### src/core/apf_pkg.sv
package apf_pkg;

  // Clock and sample pacing
  localparam real CLK_HZ = 125.0e6;
  localparam int SAMPLE_DIV = 256;
  localparam int TICK_BITS = $clog2(SAMPLE_DIV);
  localparam real SAMPLE_HZ = CLK_HZ / SAMPLE_DIV;
  localparam logic [1:0] SETTLE_SAMPLES = 2'h3;

  // Sample and datapath widths
  localparam int SAMPLE_BITS = 16;
  localparam int CHANNELS = 2;
  localparam logic signed [SAMPLE_BITS-1:0] SAMPLE_MAX = 16'sh7fff;
  localparam logic signed [SAMPLE_BITS-1:0] SAMPLE_MIN = 16'sh8000;
  localparam int PRODUCT_BITS = 32;
  localparam int ACC_BITS = 56;
  localparam int FIFO_DEFAULT_DEPTH = 8;

  // Filter corners; shift is the largest power of two not above fs/(2*pi*fc)
  localparam real TWO_PI = 6.2831853;
  localparam real HPF_CUTOFF_HZ = 4.45;
  localparam real LPF_CUTOFF_HZ = 8.9;
  localparam int HPF_SHIFT = $clog2(int'(SAMPLE_HZ / (TWO_PI * HPF_CUTOFF_HZ))) - 1;
  localparam int LPF_SHIFT = $clog2(int'(SAMPLE_HZ / (TWO_PI * LPF_CUTOFF_HZ))) - 1;
  localparam int HPF_ACC_BITS = SAMPLE_BITS + HPF_SHIFT + 3;
  localparam int LPF_ACC_BITS = PRODUCT_BITS + LPF_SHIFT + 2;

  // Power-up pulse suppression and pulse width
  localparam real HOLDOFF_S = 1.0;
  localparam int HOLDOFF_DEFAULT_CYCLES = int'(HOLDOFF_S * CLK_HZ);
  localparam real PULSE_WIDTH_US = 1.0;
  localparam int PULSE_CYCLES = int'(PULSE_WIDTH_US * CLK_HZ / 1.0e6);

  // Energy quantum for the slowest rate; each step of the two low rate pins halves it
  localparam logic [ACC_BITS-1:0] ENERGY_BASE = 56'h02_0000_0000_0000;
  localparam int THRESHOLD_MIN_SHIFT = 14;

  typedef enum logic [2:0] {
    ST_IDLE = 3'b000,
    ST_FILTER = 3'b001,
    ST_MULTIPLY = 3'b010,
    ST_AVERAGE = 3'b011,
    ST_ACCUMULATE = 3'b100
  } apf_stage_type;

  // Calibration quantum is the energy quantum divided by this power of two
  function automatic logic [3:0] apf_cal_shift(input logic [2:0] sel);
    case (sel)
      3'h0: return 4'h6;
      3'h1: return 4'h5;
      3'h2: return 4'h4;
      3'h3: return 4'hb;
      3'h4: return 4'h7;
      3'h5: return 4'h6;
      3'h6: return 4'h5;
      default: return 4'h4;
    endcase
  endfunction

endpackage

### src/core/apf_stream_if.sv
`timescale 1ns/10ps
interface apf_stream_if #(
  parameter int WIDTH = 32
);
  logic valid;
  logic ready;
  logic [WIDTH-1:0] data;
  modport source (output valid, output data, input ready);
  modport sink (input valid, input data, output ready);
endinterface

### src/core/apf_fifo.sv
`timescale 1ns/10ps
module apf_fifo #(
  parameter int WIDTH = 32,
  parameter int DEPTH = 8
)(
  // Clock, reset, enable
  input wire logic clk,
  input wire logic reset_n,
  input wire logic clkEnable,
  input wire logic flush,
  // Streams
  apf_stream_if.sink inPort,
  apf_stream_if.source outPort
);
  localparam int AW = $clog2(DEPTH);

  if (DEPTH < 2 || (2 ** AW) != DEPTH) begin : gCheck
    $error("apf_fifo: DEPTH must be a power of two, at least 2");
  end

  logic [WIDTH-1:0] mem [DEPTH];
  logic [AW-1:0] wrIndex;
  logic [AW-1:0] rdIndex;
  logic [AW:0] count;

  wire full = (count == (AW+1)'(DEPTH));
  wire push = inPort.valid && inPort.ready && clkEnable;
  wire pop = outPort.valid && outPort.ready && clkEnable;

  assign inPort.ready = !full;
  assign outPort.valid = (count != '0);
  assign outPort.data = mem[rdIndex];

  always_ff @(posedge clk) begin
    if (push && !flush) begin
      mem[wrIndex] <= inPort.data;
    end
  end

  always_ff @(posedge clk or negedge reset_n) begin
    if (!reset_n) begin
      wrIndex <= '0;
      rdIndex <= '0;
      count <= '0;
    end else if (clkEnable) begin
      if (flush) begin
        wrIndex <= '0;
        rdIndex <= '0;
        count <= '0;
      end else begin
        if (push) wrIndex <= wrIndex + 1'b1;
        if (pop) rdIndex <= rdIndex + 1'b1;
        if (push && !pop) count <= count + 1'b1;
        else if (pop && !push) count <= count - 1'b1;
      end
    end
  end

  a_fifo_fill_stall: assert property (@(posedge clk) disable iff (!reset_n)
    (push && !pop && !flush && count == (AW+1)'(DEPTH - 1)) |=> !inPort.ready && outPort.valid)
    else $error("fifo did not stall its source when it filled");

endmodule

### src/core/apf_pulse_path.sv
`timescale 1ns/10ps
// Operation
// - Supply below threshold acts as master clear.
// - No pulses for one second after power-up.
// - Each channel has its own high-pass filter.
// - Both high-pass filters are structurally identical.
// - Both filters step on the same clock.
// - High-pass corner sits near 4.45 Hz.
// - Low enable pin bypasses both filters together.
// - Multiplier forms product of filtered channels.
// - First-order IIR low-pass extracts average power.
// - Low-pass corner near 8.9 Hz, >20 dB.
// - Low-pass output accumulates continuously into converter.
// - Separate thresholds; one pulse per crossing.
// - Energy quantum much larger than calibration quantum.
// - Master clear holds channel codes at zero.
// - Samples every 256 clocks; first three discarded.
// - Two low rate pins select the energy quantum; all three select the calibration ratio.
module apf_pulse_path #(
  parameter int HOLDOFF_CYCLES = apf_pkg::HOLDOFF_DEFAULT_CYCLES,
  parameter int FIFO_DEPTH = apf_pkg::FIFO_DEFAULT_DEPTH,
  parameter logic [apf_pkg::ACC_BITS-1:0] ENERGY_THRESHOLD = apf_pkg::ENERGY_BASE
)(
  // Clock, reset, enable
  input wire logic clk,
  input wire logic reset_n,
  input wire logic clkEnable,
  // Pins
  input wire logic masterClearN,
  input wire logic analogSupplyOk,
  input wire logic highPassEnablePin,
  input wire logic rateSelect0,
  input wire logic rateSelect1,
  input wire logic rateSelect2,
  // Sample stream from the converters
  input wire logic signed [apf_pkg::SAMPLE_BITS-1:0] currentSample,
  input wire logic signed [apf_pkg::SAMPLE_BITS-1:0] voltageSample,
  input wire logic sampleValid,
  output logic sampleReady,
  output logic sampleRequest,
  // Observed codes and power
  output logic signed [apf_pkg::SAMPLE_BITS-1:0] currentCode,
  output logic signed [apf_pkg::SAMPLE_BITS-1:0] voltageCode,
  output logic signed [apf_pkg::PRODUCT_BITS-1:0] activePower,
  // Pulse outputs
  output logic energyPulseOutA,
  output logic energyPulseOutB,
  output logic calibrationPulseOut
);
  import apf_pkg::*;

  localparam int HOLD_BITS = $clog2(HOLDOFF_CYCLES + 1);
  localparam int PULSE_BITS = $clog2(PULSE_CYCLES + 1);
  localparam int WORD_BITS = CHANNELS * SAMPLE_BITS;

  if (HOLDOFF_CYCLES < 1 || FIFO_DEPTH < 2) begin : gCheckCounts
    $error("apf_pulse_path: HOLDOFF_CYCLES and FIFO_DEPTH out of range");
  end
  if ((ENERGY_THRESHOLD >> THRESHOLD_MIN_SHIFT) == '0) begin : gCheckThreshold
    $error("apf_pulse_path: ENERGY_THRESHOLD too small for calibration quantum");
  end

  // Pin synchronisers
  logic [5:0] pinMeta;
  logic [5:0] pinSync;
  wire [5:0] pinsIn = {rateSelect2, rateSelect1, rateSelect0, highPassEnablePin, analogSupplyOk, masterClearN};

  always_ff @(posedge clk or negedge reset_n) begin
    if (!reset_n) begin
      pinMeta <= '0;
      pinSync <= '0;
    end else if (clkEnable) begin
      pinMeta <= pinsIn;
      pinSync <= pinMeta;
    end
  end

  wire syncClearN = pinSync[0];
  wire syncSupplyOk = pinSync[1];
  wire hpfOn = pinSync[2];
  wire [2:0] rateSel = pinSync[5:3];
  wire [1:0] rateLow = pinSync[4:3];

  // Brown-out clears like the clear pin and also restarts the holdoff
  wire chipClear = !syncClearN || !syncSupplyOk;

  // Holdoff restarts on every supply drop, so a bouncing supply never pulses
  logic [HOLD_BITS-1:0] holdoffCount;
  wire pulsesAllowed = (holdoffCount == '0);

  always_ff @(posedge clk or negedge reset_n) begin
    if (!reset_n) begin
      holdoffCount <= HOLD_BITS'(HOLDOFF_CYCLES);
    end else if (clkEnable) begin
      if (!syncSupplyOk) holdoffCount <= HOLD_BITS'(HOLDOFF_CYCLES);
      else if (!pulsesAllowed) holdoffCount <= holdoffCount - 1'b1;
    end
  end

  // Sample pacing
  logic [TICK_BITS-1:0] tickCount;
  assign sampleRequest = (tickCount == '0) && !chipClear;

  always_ff @(posedge clk or negedge reset_n) begin
    if (!reset_n) tickCount <= '0;
    else if (clkEnable) tickCount <= chipClear ? '0 : tickCount + 1'b1;
  end

  // Sample buffer
  apf_stream_if #(.WIDTH(WORD_BITS)) fifoIn ();
  apf_stream_if #(.WIDTH(WORD_BITS)) fifoOut ();

  assign fifoIn.valid = sampleValid && !chipClear;
  assign fifoIn.data = {voltageSample, currentSample};
  assign sampleReady = fifoIn.ready && !chipClear;

  apf_fifo #(.WIDTH(WORD_BITS), .DEPTH(FIFO_DEPTH)) sampleFifo (
    .clk(clk),
    .reset_n(reset_n),
    .clkEnable(clkEnable),
    .flush(chipClear),
    .inPort(fifoIn),
    .outPort(fifoOut)
  );

  // Processing sequence, one stage per enabled clock
  apf_stage_type stage;
  apf_stage_type next_stage;
  logic [1:0] settleCount;

  wire settling = (settleCount < SETTLE_SAMPLES);
  assign fifoOut.ready = (stage == ST_IDLE) && !chipClear && clkEnable;
  wire popTake = fifoOut.valid && fifoOut.ready;

  always_comb begin
    next_stage = stage;
    case (stage)
      ST_IDLE: if (popTake && !settling) next_stage = ST_FILTER;
      ST_FILTER: next_stage = ST_MULTIPLY;
      ST_MULTIPLY: next_stage = ST_AVERAGE;
      ST_AVERAGE: next_stage = ST_ACCUMULATE;
      ST_ACCUMULATE: next_stage = ST_IDLE;
      default: next_stage = ST_IDLE;
    endcase
  end

  always_ff @(posedge clk or negedge reset_n) begin
    if (!reset_n) begin
      stage <= ST_IDLE;
      settleCount <= '0;
    end else if (clkEnable) begin
      if (chipClear) begin
        stage <= ST_IDLE;
        settleCount <= '0;
      end else begin
        stage <= next_stage;
        if (popTake && settling) settleCount <= settleCount + 1'b1;
      end
    end
  end

  // Channel filters, one generated copy per channel on the shared stage strobe
  logic signed [SAMPLE_BITS-1:0] chanRaw [CHANNELS];
  logic signed [SAMPLE_BITS-1:0] chanOut [CHANNELS];
  wire filterStep = (stage == ST_FILTER);

  for (genvar ch = 0; ch < CHANNELS; ch++) begin : gChan
    logic signed [SAMPLE_BITS-1:0] raw;
    logic signed [SAMPLE_BITS-1:0] prev;
    logic signed [SAMPLE_BITS-1:0] filtered;
    logic signed [HPF_ACC_BITS-1:0] acc;
    wire signed [SAMPLE_BITS-1:0] popSample = fifoOut.data[ch*SAMPLE_BITS +: SAMPLE_BITS];
    wire signed [HPF_ACC_BITS-1:0] rawWide = HPF_ACC_BITS'(raw);
    wire signed [HPF_ACC_BITS-1:0] prevWide = HPF_ACC_BITS'(prev);
    // Leaky differentiator: y += dx - y/2^k, corner set by the shift
    wire signed [HPF_ACC_BITS-1:0] next_acc = acc + ((rawWide - prevWide) <<< HPF_SHIFT) - (acc >>> HPF_SHIFT);
    wire signed [HPF_ACC_BITS-1:0] hpfValue = next_acc >>> HPF_SHIFT;
    wire hpfFits = (&hpfValue[HPF_ACC_BITS-1:SAMPLE_BITS-1]) || !(|hpfValue[HPF_ACC_BITS-1:SAMPLE_BITS-1]);
    wire signed [SAMPLE_BITS-1:0] hpfClamped =
      hpfFits ? hpfValue[SAMPLE_BITS-1:0] : (hpfValue[HPF_ACC_BITS-1] ? SAMPLE_MIN : SAMPLE_MAX);

    always_ff @(posedge clk or negedge reset_n) begin
      if (!reset_n) begin
        raw <= '0;
        prev <= '0;
        filtered <= '0;
        acc <= '0;
      end else if (clkEnable) begin
        if (chipClear) begin
          raw <= '0;
          prev <= '0;
          filtered <= '0;
          acc <= '0;
        end else begin
          if (popTake) raw <= popSample;
          if (filterStep) begin
            prev <= raw;
            acc <= next_acc;
            // Same register stage either way, so bypass keeps latency equal
            filtered <= hpfOn ? hpfClamped : raw;
          end
        end
      end
    end

    assign chanRaw[ch] = raw;
    assign chanOut[ch] = filtered;
  end

  assign currentCode = chanRaw[0];
  assign voltageCode = chanRaw[1];

  // Multiplier and average-power filter
  logic signed [PRODUCT_BITS-1:0] power;
  logic signed [LPF_ACC_BITS-1:0] avgAcc;
  wire signed [LPF_ACC_BITS-1:0] next_avgAcc = avgAcc + LPF_ACC_BITS'(power) - (avgAcc >>> LPF_SHIFT);
  wire signed [PRODUCT_BITS-1:0] avgPower = avgAcc[LPF_SHIFT +: PRODUCT_BITS];
  assign activePower = avgPower;

  always_ff @(posedge clk or negedge reset_n) begin
    if (!reset_n) begin
      power <= '0;
      avgAcc <= '0;
    end else if (clkEnable) begin
      if (chipClear) begin
        power <= '0;
        avgAcc <= '0;
      end else begin
        if (stage == ST_MULTIPLY) power <= PRODUCT_BITS'(chanOut[0]) * PRODUCT_BITS'(chanOut[1]);
        if (stage == ST_AVERAGE) avgAcc <= next_avgAcc;
      end
    end
  end

  // Pulse-rate converter: two accumulators, two quanta
  logic signed [ACC_BITS-1:0] energyAcc;
  logic signed [ACC_BITS-1:0] calAcc;
  wire signed [ACC_BITS-1:0] avgWide = ACC_BITS'(avgPower);
  wire signed [ACC_BITS-1:0] energyThreshold = signed'(ENERGY_THRESHOLD >> rateLow);
  wire signed [ACC_BITS-1:0] calThreshold = energyThreshold >>> apf_cal_shift(rateSel);
  wire signed [ACC_BITS-1:0] energySum = energyAcc + avgWide;
  wire signed [ACC_BITS-1:0] calSum = calAcc + avgWide;
  wire energyFire = (energySum >= energyThreshold);
  wire calFire = (calSum >= calThreshold);
  wire accStep = (stage == ST_ACCUMULATE);

  always_ff @(posedge clk or negedge reset_n) begin
    if (!reset_n) begin
      energyAcc <= '0;
      calAcc <= '0;
    end else if (clkEnable) begin
      if (chipClear) begin
        energyAcc <= '0;
        calAcc <= '0;
      end else if (accStep) begin
        energyAcc <= energyFire ? energySum - energyThreshold : energySum;
        calAcc <= calFire ? calSum - calThreshold : calSum;
      end
    end
  end

  // Pulse stretchers; energy pulses alternate between the two outputs
  logic [PULSE_BITS-1:0] energyPulseCount;
  logic [PULSE_BITS-1:0] calPulseCount;
  logic energyPhase;

  always_ff @(posedge clk or negedge reset_n) begin
    if (!reset_n) begin
      energyPulseCount <= '0;
      calPulseCount <= '0;
      energyPhase <= 1'b0;
    end else if (clkEnable) begin
      if (chipClear) begin
        energyPulseCount <= '0;
        calPulseCount <= '0;
        energyPhase <= 1'b0;
      end else begin
        if (accStep && energyFire && pulsesAllowed) begin
          energyPulseCount <= PULSE_BITS'(PULSE_CYCLES);
          energyPhase <= !energyPhase;
        end else if (energyPulseCount != '0) begin
          energyPulseCount <= energyPulseCount - 1'b1;
        end
        if (accStep && calFire && pulsesAllowed) calPulseCount <= PULSE_BITS'(PULSE_CYCLES);
        else if (calPulseCount != '0) calPulseCount <= calPulseCount - 1'b1;
      end
    end
  end

  wire energyActive = (energyPulseCount != '0) && pulsesAllowed;
  assign energyPulseOutA = energyActive && energyPhase;
  assign energyPulseOutB = energyActive && !energyPhase;
  assign calibrationPulseOut = (calPulseCount != '0) && pulsesAllowed;

  a_supply_clear: assert property (
    @(posedge clk) disable iff (!reset_n)
    (!syncSupplyOk && clkEnable) |-> !sampleReady ##1 (currentCode == '0 && voltageCode == '0))
    else $error("supply drop did not clear the path");

  a_holdoff_quiet: assert property (
    @(posedge clk) disable iff (!reset_n)
    !pulsesAllowed |-> (energyPulseCount == '0 && calPulseCount == '0 &&
      !(energyPulseOutA || energyPulseOutB || calibrationPulseOut)))
    else $error("pulse seen during power-up holdoff");

  a_clear_codes: assert property (
    @(posedge clk) disable iff (!reset_n)
    (chipClear && clkEnable) |=> (currentCode == '0 && voltageCode == '0 && stage == ST_IDLE))
    else $error("codes not zero under clear");

  a_request_period: assert property (
    @(posedge clk) disable iff (!reset_n || !clkEnable || chipClear)
    sampleRequest |-> ##256 sampleRequest)
    else $error("sample request period is not 256 clocks");

  a_settle_skip: assert property (
    @(posedge clk) disable iff (!reset_n)
    (popTake && settling && !chipClear) |=> (stage == ST_IDLE && settleCount == $past(settleCount) + 2'h1))
    else $error("settling sample was processed");

  a_bypass_equal: assert property (
    @(posedge clk) disable iff (!reset_n)
    (filterStep && clkEnable && !hpfOn && !chipClear) |=>
      (chanOut[0] == $past(chanRaw[0]) && chanOut[1] == $past(chanRaw[1])))
    else $error("bypass did not pass raw samples");

  a_product_value: assert property (
    @(posedge clk) disable iff (!reset_n)
    (stage == ST_MULTIPLY && clkEnable && !chipClear) |=>
      (power == PRODUCT_BITS'($past(chanOut[0])) * PRODUCT_BITS'($past(chanOut[1]))) && stage == ST_AVERAGE)
    else $error("multiplier output wrong");

  a_energy_remainder: assert property (
    @(posedge clk) disable iff (!reset_n)
    (accStep && clkEnable && !chipClear && energyFire) |=> (energyAcc == $past(energySum - energyThreshold)))
    else $error("remainder not kept after energy pulse");

  a_cal_finer: assert property (
    @(posedge clk) disable iff (!reset_n)
    (calThreshold < energyThreshold) && (calThreshold > '0))
    else $error("calibration quantum not below energy quantum");

  a_cal_pulse: assert property (
    @(posedge clk) disable iff (!reset_n)
    (accStep && calFire && pulsesAllowed && clkEnable && !chipClear) |=> calibrationPulseOut ##1 calibrationPulseOut)
    else $error("threshold crossing produced no calibration pulse");

endmodule

### config.mk
export PLATFORM = sky130hd
export DESIGN_NAME = apf_pulse_path
export DESIGN_NICKNAME = d
export VERILOG_FILES = /design/src/core/apf_pkg.sv /design/src/core/apf_stream_if.sv /design/src/core/apf_fifo.sv /design/src/core/apf_pulse_path.sv
export SDC_FILE = /design/constraint.sdc
export NUM_CORES = 2
export LEC_CHECK = 0
export ABC_AREA = 1
export BUFFER_PORTS_ARGS = -buffer_cell sky130_fd_sc_hd__buf_2
export CAP_MARGIN = 20
export CELL_PAD_IN_SITES_DETAIL_PLACEMENT = 1
export CELL_PAD_IN_SITES_GLOBAL_PLACEMENT = 2
export CORE_AREA = 2 2 579 293
export DETAILED_ROUTE_END_ITERATION = 8
export DIE_AREA = 0 0 581 295
export PLACE_DENSITY_LB_ADDON = 0.25
export SLEW_MARGIN = 5
export SYNTH_ARGS = -nofsm -noshare
export SYNTH_HDL_FRONTEND = slang
export SYNTH_HIERARCHICAL = 1
export SYNTH_SLANG_ARGS = --single-unit
### constraint.sdc
create_clock -name clk -period 5.6 [get_ports clk]
set_input_delay 1.12 -clock clk [delete_from_list [all_inputs] [get_ports clk]]
set_output_delay 1.12 -clock clk [all_outputs]
set_load 0.03 [all_outputs]
Word-level counts from Yosys, hierarchy flattened --
Memory sizes are Yosys's and may differ from the RTL's. Cells that the tools add are included.
Cells by class: div/mod/pow operators 0, bitwise logic cells 0, equality and inequality tests 12, order comparisons 3, shift operators 2, add/sub/neg operators 21, mux-type cells 58, reductions and logical operators 74, multiply operators 1
Operators by type and width (count):
- $mux W56 | 6
- $mux W16 | 18
- $mux W33 | 4
- $add A56 B32 Y56 | 2
- $ge A56 B56 Y1 | 2
- $sub A56 B56 Y56 | 2
- $mux W47 | 2
- $add A33 B31 Y33 | 2
- $sub A33 B19 Y33 | 2
- $mux W32 | 2
- $shr A50 B2 Y56 const A | 1
- $sshr A56 B4 Y56 | 1
- $mux W27 | 2
- $add A47 B32 Y47 | 1
- $sub A47 B34 Y47 | 1
- $mux W7 | 6
- $sub A16 B16 Y17 | 2
- $mul A16 B16 Y32 | 1
- $reduce_and A2 Y1 | 14
- $logic_not A27 Y1 | 1
- $sub A27 B1 Y27 const B | 1
- $logic_and A1 B1 Y1 | 22
- $mux W3 | 6
- $reduce_bool A2 Y1 | 9
- 29 further kinds | 61
Word-level totals: bits in writable memories 256, bits in latches 0, flip-flop bits (word level) 430, input bits 42, logic and storage cells 196, output and inout port bits 69, memories kept 1, ROM bits 0
Memory list:
- sampleFifo.mem | depth 8, bits a word 32, rd ports 1, clocked after Yosys merged registers in 0, wr ports 1, RTL line apf_fifo.sv:21 | logic [WIDTH-1:0] mem [DEPTH];

Logic depth before layout (Yosys ltp) --
word-level depth 11, mapped depth 35, depth with buffers taken out 34

Hierarchy --
The synthesis kept the hierarchy.
Modules (own cells, without submodules):
- apf_pulse_path | instances 1, cells each 6647, sequential area each 10526.3 um^2, area an instance 47319.1 um^2
- apf_fifo | instances 1, cells each 816, sequential area each 7937.6 um^2, area an instance 10582.6 um^2

Least setup slack after synthesis --
Ideal clock, no wire load.
path kind register to register, start reg gChan[1].filtered[4], end reg power[30], library setup time 131 ps, arrival 5635 ps, path buffers 2, cell stages (with the launch flop) 22, required time 5469 ps, period minus slack after synthesis 5767 ps, setup slack -167 ps, path through dfrtp_1 > clkbuf_1 > clkbuf_1 > nand2_1 > fa_1 > inv_1 > fa_1 > fa_1 > inv_1 > fa_1 > inv_1 > fa_1 > fa_1 > ha_1 > inv_1 > nor3_1 > nand2_1 > or2_2 > nand4_1 > a21oi_1 > o21ai_0 > o21ai_0
On the way: longest elaborated chain between the ends 3
Ends and longest elaborated chain:
- start: declaration | RTL line apf_pulse_path.sv:170 | logic signed [SAMPLE_BITS-1:0] filtered;
- start signal: assignment | RTL line apf_pulse_path.sv:200 | filtered <= hpfOn ? hpfClamped : raw;
- $mul A16 B16 Y32 | RTL line apf_pulse_path.sv:229 | if (stage == ST_MULTIPLY) power <= PRODUCT_BITS'(chanOut[0]) * PRODUCT_BITS'(chanOut[1]);
- $mux W32 | RTL line apf_pulse_path.sv:229
- $mux W32 | RTL line apf_pulse_path.sv:225 | if (chipClear) begin
- end signal: assignment | RTL line apf_pulse_path.sv:229
- end: declaration | RTL line apf_pulse_path.sv:214 | logic signed [PRODUCT_BITS-1:0] power;
Every way passes these cells. The select of a mux whose other input is x is not followed. A chain may end at the register's enable or synchronous reset.

Final worst setup path --
start reg gChan[1].filtered[3], end reg power[30]
The elaborated chain is that of the path after synthesis.

==> impl_metrics.py <==
metrics = {
    "routing": {
        "drt_wl_total_mm": 219,
        "drc_errors": 0,
        "num_vias": 51778,
        "dr.pass1.iters": 5,
        "drt-initial-drc-count": 4115,
        "ant_nets": 0,
        "routedWlPerCell_microns": 21.7,
        "viasPerCell": 5.14,
    },
    "power_and_ir_drop": {
        "p_comb_share_pct": 39.3,
        "power_mw": 18.1,
        "intPower_mw": 10.8,
        "peakVddDrop_uv": 352,
        "switching_power_mw": 7.30,
        "power_frac_seq_pct": 29.7,
        "power.clock.fraction_pct": 31.0,
        "power_density_nw_per_um2": 270,
        "p_leak_nw": 34.1,
        "swShare_pct": 40.4,
    },
    "cts": {
        "clk_latency_ns": 0.70,
        "cts_buffers": 77,
        "cts-root-buf": "clkbuf_16",
        "htree_num_levels": 3,
        "cts_sinks": 686,
        "cts_tree": "built",
        "cts_hold_repair.buffers": 0,
        "clk_pin_slew_ns": 0.06,
        "cts_buffer_depth": 3,
    },
    "logic_synthesis": {
        "yosysMostFrequentCell": "nand2_1",
        "ys.flop_type": "dfrtp_1",
        "synth.largest_area_cell": "dfrtp_1",
        "avgSynthCellArea_sq_um": 7.76,
        "yosys.area.top_type_share_pct": 18.0,
        "ys_ff_latch": 686,
        "synth_edf_count": 256,
        "yosysWarnings": 6,
        "synth_commonest_cells": "1,852 x nand2_1, 1,294 x inv_1, 632 x nor2_1, 470 x o21ai_0, 435 x a21oi_1",
        "ys_top_cells_by_area": "dfrtp_1 18%, edfxtp_1 13%, fa_1 12%",
        "synthArstFlopShare_pct": 62.7,
        "synth_cell_types": 67,
        "syn_inst": 7463,
        "syn_area_sq_um": 57900,
        "ys_seq_area_share_pct": 31.9,
    },
    "run_status": {
        "status": "finished, violations left",
        "violations": "negative setup slack",
    },
    "critical_path": {
        "rrSetupSlack_ns": -0.10,
        "path_max_fanout": 6,
        "cp_data_arrival_time_ns": 6.28,
        "required_ns": 6.18,
        "reg2reg_from": "gChan[1].filtered[3]",
        "cp-start-kind": "flop",
        "end_kind": "flop",
        "path_class": "flop to flop",
        "worst_r2r_endpoint": "power[30]",
        "ff2ff_path_depth": 23,
    },
    "sta": {
        "final_hold_viol_count": 0,
        "tightest_slew_ns": 1.10,
        "period_share_pct": 102,
        "rsz0062_at_grt": "true",
        "min_period_ns": 5.70,
        "setup_viol": 8,
        "skew_ns": 0.0361,
        "setup-tns-final_ns": -0.525,
        "maxSlewViolCount": 0,
        "fmax_mhz": 175,
        "max-slew-margin-rel_pct": 26.3,
        "setup_ws_ns": -0.101,
    },
    "global_routing": {
        "grt_usage_pct": 25.5,
        "antenna_found_initial": 8,
        "grt_max_degree": 106,
        "overflow": 0,
        "grt_pass1_vias": 52347,
        "grt_pass1_wl_mm": 334,
    },
    "finish": {
        "fin_util_pct": 40.4,
        "drive_gt1_share_pct": 12.3,
        "fin_cells": 10081,
        "syn_to_final_growth_pct": 15.8,
        "fin_nets": 8593,
    },
    "run": {
        "maxCapViolCount": 0,
    },
    "placement": {
        "dp_hpwl_mm": 175,
        "dp_cells": 9889,
        "portBuffers": 110,
        "gp_congestion": 0.931,
    },
    "floorplan": {
        "start_util_pct": 34.8,
        "fp.coreArea_sq_um": 166000,
        "ios": 111,
        "row_count": 106,
        "die_h_microns": 295,
        "die-area_sq_um": 171000,
        "die_x_microns": 581,
    },
    "min_path": {
        "min_path_type": "primary input to asynchronous set/reset pin",
    },
}
[critical path, cell delays in order, from the launching register on]
cell and delay [ns]:
dfrtp_2 0.45, buf_4 0.16, nand2_1 0.08, inv_1 0.06, fa_2 0.58, buf_6 0.12
fa_2 0.47, buf_12 0.17, fa_1 0.52, inv_1 0.06, fa_1 0.49, inv_1 0.05
fa_1 0.50, fa_1 0.46, ha_4 0.30, inv_1 0.06, nor3_2 0.19, buf_4 0.16
nand2_1 0.05, or2_2 0.28, nand4_1 0.12, a21oi_2 0.06, o21ai_1 0.10, o21ai_1 0.08
[power groups by stage]
stage | clock network (mW) | logic [mW] | registers, mW
6_report | 5.61 | 7.10 | 5.36
5_1_grt | 5.94 | 7.80 | 5.37
4_1_cts | 5.77 | 6.64 | 5.36
3_5_place_dp | 0 | 6.58 | 5.46
3_3_place_gp | 0 | 6.45 | 5.46
2_1_floorplan | 0 | 4.22 | 5.45
[layout make-up]
type	instances	area (sq um)
flip-flops and latches	686	18500
diodes	2	5.00
well taps	2214	2770
clock inverters	39	599
inverters	1313	4940
clock buffers	102	2080
repair buffers	488	3720
fillers	20036	99100
multi-input cells	5237	34400
[cell families (layout without fill, tap and decap cells)]
group	Yosys count	in the layout	share of synthesized area (%)
adders and majority gates	748	748	20.7
buffers and inverters	1555	1942	10.5
AOI/OAI and AO/OA	1285	1285	12.6
xor gates and xnor gates	207	207	3.16
DFF	686	686	31.9
other	1	18	0.00648
and+or+nand+nor	2981	2981	21.1
[flip-flops by register name, summed over array words and instances (netlist names), 7 cells and up]
register	flops
tickCount	8
energyAcc	56
gChan.filtered	32
power	32
holdoffCount	27
gChan.prev	32
energyPulseCount	7
voltageCode	16
currentCode	16
gChan.acc	66
avgAcc	47
sampleFifo/mem	256
calPulseCount	7
calAcc	56
[worst max-delay path by stage]
stage / from / end / cells after the start
6_report: gChan[1].filtered[3] / power[30] / 23
5_1_grt: gChan[1].filtered[4] / power[30] / 22
4_1_cts: gChan[1].filtered[3] / power[21] / 25
3_5_place_dp: gChan[1].filtered[1] / power[30] / 26
3_3_place_gp: gChan[1].filtered[1] / power[30] / 26
2_1_floorplan: gChan[1].filtered[1] / power[25] / 25
[placed cells by master, fill, tap and decap left out, types with 25 or more instances in the layout]
cell type	netlist	final
nand2_1	1852	1812
a21oi_1	435	394
buf_2	22	109
dfrtp_1	417	380
nand4_1	40	40
buf_6	13	26
nor2_1	632	611
ha_1	397	372
buf_4	37	334
clkbuf_16	0	77
dfrtp_2	0	34
fa_1	351	343
o21ai_0	470	427
nor3_1	67	62
nor2_2	17	26
nand2_2	32	62
edfxtp_1	256	256
a31oi_1	31	26
inv_1	1294	1276
o32ai_1	65	65
xnor2_1	105	105
inv_2	11	25
xor2_1	101	99
a21o_1	29	29
nand3_1	248	240
a21oi_2	1	34
o22ai_1	92	90
o21bai_1	46	46
o21ai_1	29	63
[timing repair]
action / in CTS / in global routing
setup endpoints to repair: 34 / 99
pin swaps: 47 / 62
resized for setup: 126 / 185
buffers inserted: 30 / 21
[stage by stage]
step           area [sq um]  worst slack (ns)  hold slack, ns
4_1_cts               66300           -0.0962           0.345
2_1_floorplan         58000            0.0142           0.442
5_1_grt               67100            -0.316           0.340
3_3_place_gp          62800            -0.352           0.452
6_report              67100            -0.101           0.342
3_5_place_dp          62800            -0.448           0.461
[layer usage]
layer | routed length, microns | up-vias | global-route usage [%]
met5 | 46 | - | 0
met4 | 2180 | 6 | 2.92
met1 | 122000 | 25881 | 43.6
met2 | 77300 | 1257 | 31.8
met3 | 17800 | 142 | 5.78
li1 | - | 24492 | -
(Power assumes the default switching activity.)
